### src/hdl/tsfir_pkg.sv
// package: constants and carrier types of the tape status and flag interrupt registers
package tsfir_pkg;
   // status word positions, bit 0 is the most significant bit of the 36-bit word
   localparam int unsigned WORD_W = 36;
   localparam int unsigned HALF_W = 18;
   localparam int unsigned NUM_FLAGS = 6;
   localparam int unsigned ST_ENABLE_BASE = 0;
   localparam int unsigned ST_DELAY = 6;
   localparam int unsigned ST_ACTIVE = 7;
   localparam int unsigned ST_UP_TO_SPEED = 8;
   localparam int unsigned ST_FUNC_STOP = 17;
   localparam int unsigned ST_FLAG_BASE = 18;
   // control write word positions
   localparam int unsigned CW_ENABLE_BASE = 18;
   localparam int unsigned CW_STOP_ALL = 34;
   localparam int unsigned CW_FUNC_STOP = 35;
   localparam int unsigned CW_PI_LSB = 35;
   localparam int unsigned CW_PI_MSB = 33;
   // flag index inside the flag group, flag k sits at status bit 18+k
   localparam int unsigned FL_PARITY = 0;
   localparam int unsigned FL_MISSED = 1;
   localparam int unsigned FL_DONE = 2;
   localparam int unsigned FL_ILLEGAL = 3;
   localparam int unsigned FL_END_ZONE = 4;
   localparam int unsigned FL_BLK_MISSED = 5;
   // reset values
   localparam logic [0:5] RST_ENABLES = 6'h00;
   localparam logic [0:5] RST_FLAGS = 6'h00;
   localparam logic [2:0] RST_PI_LEVEL = 3'h0;
   // timing
   localparam int unsigned CLK_PERIOD_PS = 5000;
   localparam int unsigned DATA_MISSED_US = 266;
   localparam int unsigned DATA_MISSED_CYCLES =
      (DATA_MISSED_US * 1000000 + CLK_PERIOD_PS - 1) / CLK_PERIOD_PS;
   localparam int unsigned MISS_CNT_W = 16;

   // processor i/o bus request
   typedef struct packed {
      logic cond_out;
      logic cond_in;
      logic status_sel;
      logic command_sel;
      logic [0:35] data;
   } tsfir_bus_t;

   // levels and pulses from the tape data path and transport logic
   typedef struct packed {
      logic parity_err;
      logic illegal_op;
      logic end_zone;
      logic block_missed;
      logic job_done;
      logic in_gap;
      logic op_read_data;
      logic op_write_data;
      logic block_end;
      logic data_req;
      logic data_ack;
      logic delay_wait;
      logic active;
      logic up_to_speed;
   } tsfir_path_t;

   // all state of the block
   typedef struct packed {
      logic [0:5] enables;
      logic [0:5] flags;
      logic func_stop;
      logic stop_pending;
      logic [MISS_CNT_W-1:0] miss_cnt;
      logic [2:0] pi_level;
      logic irq;
      logic [0:35] read_data;
      logic read_valid;
      logic [0:17] skip_half;
      logic stop_others;
      logic op_end;
      logic repeat_last;
      logic read_to_end;
      logic tape_stop;
   } tsfir_state_t;
endpackage

### src/hdl/tsfir_regs.sv
// module: status word, flag enables, function stop and flags-channel request of the tape control
`timescale 1ns/100ps

module tsfir_regs #(
   parameter int unsigned DATA_MISSED_CYCLES = tsfir_pkg::DATA_MISSED_CYCLES
)(
   input wire logic i_sys_clk,
   input wire logic i_reset,
   input wire tsfir_pkg::tsfir_bus_t i_bus,
   input wire tsfir_pkg::tsfir_path_t i_path,
   output logic [0:35] o_read_data,
   output logic o_read_valid,
   output logic [0:17] o_skip_half,
   output logic o_flag_irq,
   output logic [2:0] o_flag_pi_level,
   output logic o_stop_others,
   output logic o_op_end,
   output logic o_repeat_last,
   output logic o_read_to_end,
   output logic o_tape_stop
);
   tsfir_pkg::tsfir_state_t st;
   tsfir_pkg::tsfir_state_t next_st;
   logic [0:5] qual;
   logic [0:5] flag_set;
   logic [0:35] status_word;
   logic wr_status;
   logic wr_command;
   logic rd_status;
   logic miss_expired;

   assign wr_status = i_bus.cond_out & i_bus.status_sel;
   assign wr_command = i_bus.cond_out & i_bus.command_sel;
   assign rd_status = i_bus.cond_in & i_bus.status_sel;
   assign miss_expired = (32'(st.miss_cnt) >= DATA_MISSED_CYCLES - 1)
      & i_path.data_req & ~i_path.data_ack;

   // per-flag qualification and status assembly
   genvar k;
   generate
      for (k = 0; k < 6; k = k + 1)
      begin : g_flag
         assign qual[k] = st.flags[k] & st.enables[k];
         assign status_word[tsfir_pkg::ST_ENABLE_BASE + k] = st.enables[k];
         assign status_word[tsfir_pkg::ST_FLAG_BASE + k] = st.flags[k];
      end
   endgenerate

   assign status_word[tsfir_pkg::ST_DELAY] = i_path.delay_wait;
   assign status_word[tsfir_pkg::ST_ACTIVE] = i_path.active;
   assign status_word[tsfir_pkg::ST_UP_TO_SPEED] = i_path.up_to_speed;
   assign status_word[9:16] = 8'h00;
   assign status_word[tsfir_pkg::ST_FUNC_STOP] = st.func_stop;
   assign status_word[24:35] = 12'h000;

   // flag set sources
   always_comb
   begin
      flag_set = 6'h00;
      flag_set[tsfir_pkg::FL_PARITY] = i_path.parity_err;
      flag_set[tsfir_pkg::FL_MISSED] = miss_expired & ~st.func_stop;
      flag_set[tsfir_pkg::FL_DONE] = i_path.job_done;
      flag_set[tsfir_pkg::FL_ILLEGAL] = i_path.illegal_op;
      flag_set[tsfir_pkg::FL_END_ZONE] = i_path.end_zone;
      flag_set[tsfir_pkg::FL_BLK_MISSED] = i_path.block_missed;
      if (wr_status & i_bus.data[tsfir_pkg::CW_FUNC_STOP] & i_path.in_gap
         & (i_path.op_read_data | i_path.op_write_data))
      begin
         flag_set[tsfir_pkg::FL_DONE] = 1'b1;
      end
      if (st.stop_pending & i_path.block_end)
      begin
         flag_set[tsfir_pkg::FL_DONE] = 1'b1;
      end
   end

   // next state
   always_comb
   begin
      next_st = st;
      next_st.read_valid = 1'b0;
      next_st.stop_others = 1'b0;
      next_st.op_end = 1'b0;
      next_st.tape_stop = i_path.end_zone;
      if (wr_command)
      begin
         next_st.enables = tsfir_pkg::RST_ENABLES;
         next_st.flags = tsfir_pkg::RST_FLAGS;
         next_st.func_stop = 1'b0;
         next_st.pi_level = i_bus.data[tsfir_pkg::CW_PI_MSB:tsfir_pkg::CW_PI_LSB];
      end
      if (wr_status)
      begin
         next_st.enables = i_bus.data[18:23];
         next_st.stop_others = i_bus.data[tsfir_pkg::CW_STOP_ALL];
         if (i_bus.data[tsfir_pkg::CW_FUNC_STOP])
         begin
            next_st.func_stop = 1'b1;
            if (i_path.in_gap)
            begin
               next_st.op_end = i_path.op_read_data | i_path.op_write_data;
            end
            else if (i_path.op_read_data | i_path.op_write_data)
            begin
               next_st.stop_pending = 1'b1;
               next_st.read_to_end = i_path.op_read_data;
               next_st.repeat_last = i_path.op_write_data;
            end
         end
      end
      if (st.stop_pending & i_path.block_end)
      begin
         next_st.stop_pending = 1'b0;
         next_st.read_to_end = 1'b0;
         next_st.repeat_last = 1'b0;
         next_st.op_end = 1'b1;
      end
      // sticky flags: a set in the same cycle as a clear wins
      next_st.flags = next_st.flags | flag_set;
      // data request watchdog
      if (i_path.data_req & ~i_path.data_ack & ~miss_expired)
      begin
         next_st.miss_cnt = st.miss_cnt + 16'h0001;
      end
      else
      begin
         next_st.miss_cnt = 16'h0000;
      end
      next_st.irq = |(next_st.flags & next_st.enables);
      if (rd_status)
      begin
         next_st.read_data = status_word;
         next_st.read_valid = 1'b1;
      end
      next_st.skip_half = status_word[18:35];
   end

   always_ff @(posedge i_sys_clk or posedge i_reset)
   begin
      if (i_reset)
      begin
         st <= '0;
      end
      else
      begin
         st <= next_st;
      end
   end

   assign o_read_data = st.read_data;
   assign o_read_valid = st.read_valid;
   assign o_skip_half = st.skip_half;
   assign o_flag_irq = st.irq;
   assign o_flag_pi_level = st.pi_level;
   assign o_stop_others = st.stop_others;
   assign o_op_end = st.op_end;
   assign o_repeat_last = st.repeat_last;
   assign o_read_to_end = st.read_to_end;
   assign o_tape_stop = st.tape_stop;
endmodule

### config.mk
export PLATFORM = sky130hd
export DESIGN_NAME = tsfir_regs
export DESIGN_NICKNAME = d
export VERILOG_FILES = /design/src/hdl/tsfir_pkg.sv /design/src/hdl/tsfir_regs.sv
export SDC_FILE = /design/constraint.sdc
export NUM_CORES = 1
export LEC_CHECK = 0
export ABC_CLOCK_PERIOD_IN_PS = 3100
export BUFFER_PORTS_ARGS = -buffer_cell sky130_fd_sc_hd__buf_2
export CORE_MARGIN = 3
export CORE_UTILIZATION = 25
export DETAILED_ROUTE_END_ITERATION = 10
export PLACE_DENSITY = 0.47
export SKIP_LAST_GASP = 1
export SYNTH_ARGS = -nofsm -noshare
export SYNTH_HDL_FRONTEND = slang
export SYNTH_SLANG_ARGS = --single-unit
export TNS_END_PERCENT = 20
### constraint.sdc
create_clock -name i_sys_clk -period 3.1 [get_ports i_sys_clk]
set_input_delay 0.155 -clock i_sys_clk [delete_from_list [all_inputs] [get_ports i_sys_clk]]
set_output_delay 0.155 -clock i_sys_clk [all_outputs]
set_load 0.05 [all_outputs]
# After elaboration in Yosys (flattened, before gate mapping)

Cells that the tools add are included.

Add/sub/neg operators: 1
Multiply operators: 0
Div/mod/pow operators: 0
Order comparisons: 1
Eq/ne operators: 1
Shift-type cells: 0
Mux-type cells: 17
Bitwise gates (word level): 18
Reductions and logical operators: 5

Operator list:

| operator                                                         | count |
|---|---|
| 16-bit by 1-bit adder with 16-bit output (second input constant) | 1 |
| 16-bit >= comparator (second input constant)                     | 1 |
| 16-bit 2-to-1 mux                                                | 1 |
| 13-bit 2-to-1 mux                                                | 1 |
| 1-bit bitwise AND                                                | 12 |
| 2-bit 2-to-1 mux                                                 | 4 |
| 1-bit 2-to-1 mux                                                 | 7 |
| 6-bit bitwise AND                                                | 1 |
| 3-bit 2-to-1 mux                                                 | 2 |
| 6-bit 2-to-1 mux                                                 | 1 |
| 6-bit bitwise OR                                                 | 1 |
| 2-bit nonzero test                                               | 3 |
| 6-bit OR reduction                                               | 1 |
| 4-bit 2-to-1 mux                                                 | 1 |
| 4-bit AND reduction                                              | 1 |
| 1-bit inverter                                                   | 3 |
| 2-bit by 1-bit != test with 1-bit output (second input constant) | 1 |
| 1-bit bitwise OR                                                 | 1 |

Register bits after elaboration: 62
Latch bits: 0
Bits in writable memories: 0
ROM bits: 0
Output and inout port bits: 64
Logic and storage cells: 58
Memories: 0

# Depth between registers and ports, before layout

Depth in word-level cells: 9
Mapped depth: 6
Mapped depth without buffers: 5

# Least setup slack after synthesis

No wires, ideal clock.

Kind: register to register
Start: register st[64] (netlist name)
End: register st[68] (netlist name)
Setup time: 0.071 ns
Arrival time: 1.695 ns
Data required time: 3.029 ns
Setup slack: 1.334 ns
Cell stages (with the launch flop): 7
Buffers on the path: 1
Clock period less this slack: 1.766 ns
Path through: dfrtp_1 > ha_1 > a311o_1 > a41o_1 > a31o_4 > buf_6 > nor2_1

RTL lines:

| element                | RTL line          | source |
|---|---|---|
| start, declared        | tsfir_regs.sv:22  | `tsfir_pkg::tsfir_state_t st;` |
| start signal, assigned | tsfir_regs.sv:146 | `st <= next_st;` |

==> results.json <==
{
  "drt-total-wl_mm": 5.65,
  "critPathLaunchType": "register",
  "cts_buffers": 9,
  "reg2reg_slack_ns": 1.18,
  "fin_crit_ns": 1.92,
  "p_int_mw": 1.69,
  "rsz0062_at_grt": "no",
  "r2r_cells": 5,
  "syn_avg_cell_area_sq_um": 11.8,
  "drc": 0,
  "max_freq_mhz": 520,
  "p_per_area_nw_per_um2": 731,
  "antenna_found_initial": 0,
  "synth_top_area_share": 0.545,
  "grt_overflow_total": 0,
  "synthToLayoutAreaGrowth_pct": 17.5,
  "coreArea_sq_um": 11000,
  "initial_utilization": 0.259,
  "rr_endpoint": "o_flag_irq",
  "power.switching_mw": 0.759,
  "grt_max_degree": 33,
  "ys_ff_latch": 62,
  "synthTopCellsByArea": "dfrtp_1 (55%), buf_4 (15%), mux2_2 (7.5%), xor2_1 (2.5%), a22o_1 (2.2%)",
  "ant_nets": 0,
  "worstHoldEndpoint": "o_repeat_last",
  "worst_pin_slew_ns": 0.859,
  "rows": 38,
  "cp_data_required_time_ns": 3.29,
  "synth_area_sq_um": 2850,
  "arrival_ns": 2.12,
  "cts_root_buffer": "clkbuf_16",
  "portBuffers": 60,
  "synth_edf_count": 0,
  "finalHoldViolCount": 0,
  "p_clk_frac": 0.438,
  "pre_cts_ws_ns": 1.12,
  "first_global_vias": 1716,
  "clk-insertion-delay-late_ns": 0.32,
  "slowest_delay_ns": 0.39,
  "ys_types": 38,
  "grtUsageTotal": 0.0938,
  "fillers": 1137,
  "synth_seq_area_share": 0.545,
  "post-route-period-util": 0.621,
  "critical_path.max_fanout": 6,
  "cp_slowest_cell": "dfrtp_1",
  "dr.pass1.iters": 4,
  "cts_setup_buffers": 0,
  "most-common-layout-cells": "dfrtp_1 (62), buf_2 (60), conb_1 (32)",
  "clock_path_buffers": 2,
  "power_leakage_nw": 1.59,
  "antenna_cells": 0,
  "slew_viol_final": 0,
  "worst-setup-path-type": "reg -> reg",
  "dp_cells": 413,
  "final_layout_size_suffix_gt1_frac": 0.347,
  "drt-initial-drc-count": 80,
  "crit_chain": "ha_1 -> a311o_1 -> a41o_1 -> a21boi_0 -> o2111ai_1",
  "hp-class": "in -> reg",
  "finalSetupViolCount": 0,
  "routedWlPerCell_um": 13.1,
  "worst_slew_margin_rel": 0.426,
  "syn-instance-count": 241,
  "async_flop_share": 1.00,
  "r2r_start": "st[64]",
  "yosys_warnings": 0,
  "min_from": "i_path[5]",
  "instances_no_fill": 431,
  "fp.dieH_um": 113,
  "via_per_inst": 4.04,
  "seqPwrFrac": 0.372,
  "vdd_ir_drop_max_v": 0.000270,
  "nNetsFinal": 343,
  "synth_top_area_cell": "dfrtp_1",
  "gp_congestion": 0.696,
  "comb_power_share": 0.189,
  "cts_max_level": 3,
  "holdPathStages": 2,
  "fin_skew_ns": 0.00614,
  "vias": 1743,
  "io_pins": 120,
  "status": "complete, no violations",
  "netSwitchingFraction": 0.311,
  "cts.reportedPaths.clkPinSlew_ns": 0.06,
  "die_area_sq_um": 12700,
  "worst_slack_ns": 1.18,
  "cap_violations": 0,
  "endpoint_kind": "register",
  "clock-sinks": 62,
  "cts_tree": "built",
  "grt_pass1_wl_mm": 9.17,
  "synth_ff_type": "dfrtp_1",
  "finalSetupTns_ns": 0,
  "die_w_um": 113,
  "mostFrequentLayoutCell": "dfrtp_1",
  "dp_hpwl_mm": 4.17
}
cell type report:
type                            count  area (sq um)  area share
Timing Repair Buffer               64           335       0.100
Sequential cell                    62          1550       0.464
Multi-Input combinational cell    140           926       0.277
Clock inverter                      7          98.8      0.0295
Clock buffer                        9           225      0.0673
Tap cell                          140           175      0.0524
Inverter                            9          33.8      0.0101
cells in the mapped netlist, drive strengths merged (2+ instances only):
cell type  instances
a21o               5
a21oi              6
a22o               7
a22oi              3
and2               2
and3               2
and4               2
buf               59
clkbuf             2
dfrtp             62
inv                9
mux2              19
mux2i              2
nand2              8
nand3              5
nand4              3
nor2              12
o21ai              4
o31ai              2
or2                2
or3                2
or4                2
xnor2              2
xor2               8
critical path, delay by kind of cell (launching register included):
kind / cells / cell delay [ns]
flops: 1 / 0.39
compound gates: 4 / 1.10
fa+ha+maj: 1 / 0.30
worst max path at each step:
stage | end | start
final | o_flag_irq | st[64]
after global routing | o_flag_irq | st[64]
after CTS | o_flag_irq | st[64]
after detailed placement | o_flag_irq | st[64]
after global placement | o_flag_irq | st[64]
after floorplan | st[68] | st[64]
stage by stage:
stage / cell area (sq um) / hold slack [ns] / total power, mW / utilization
finish: 3350 / 0.0445 / 2.45 / 0.305
global route: 3350 / 0.0473 / 2.55 / 0.305
CTS: 3350 / 0.0328 / 2.48 / 0.305
detailed placement: 3000 / 0.286 / 1.39 / 0.273
global placement: 3000 / 0.284 / 1.39 / 0.273
floorplan: 2960 / 0.186 / 1.38 / -
cell families after synthesis:
kind of cell	after synthesis	share of synthesized area
compound gates	33	0.0884
flops	62	0.545
fa+ha+maj	1	0.00439
simple gates	43	0.0774
mux	21	0.0822
other cells	1	0.00132
buf+inv	70	0.171
xor+xnor	10	0.0308
what timing repair did:
| action | in CTS | in global routing |
|---|---|---|
| hold buffers | 2 | 0 |
| gates resized for setup | 0 | 0 |
| hold endpoints to repair | 31 | 0 |
metal layers:
layer | track usage | part of all wire
met1 | 0.121 | 0.44
met2 | 0.146 | 0.48
met3 | 0.0310 | 0.054
met4 | 0.0361 | 0.016
met5 | 0 | 0
sequential cells by signal (all words and copies together) (netlist names):
name	cells
st	24
o_stop_others	1
o_flag_pi_level	3
o_repeat_last	1
o_flag_irq	1
o_read_data	16
o_op_end	1
o_read_valid	1
next_st	6
o_read_to_end	1
o_skip_half	6
o_tape_stop	1
power by group through the flow:
stage          clock network [mW]  logic (mW)  registers (mW)
2_1_floorplan                   0       0.422           0.954
6_report                     1.07       0.463           0.911
3_3_place_gp                    0       0.464           0.924
5_1_grt                      1.14       0.487           0.922
4_1_cts                      1.10       0.469           0.912
3_5_place_dp                    0       0.466           0.926
Power figures use the tool's default switching activity.
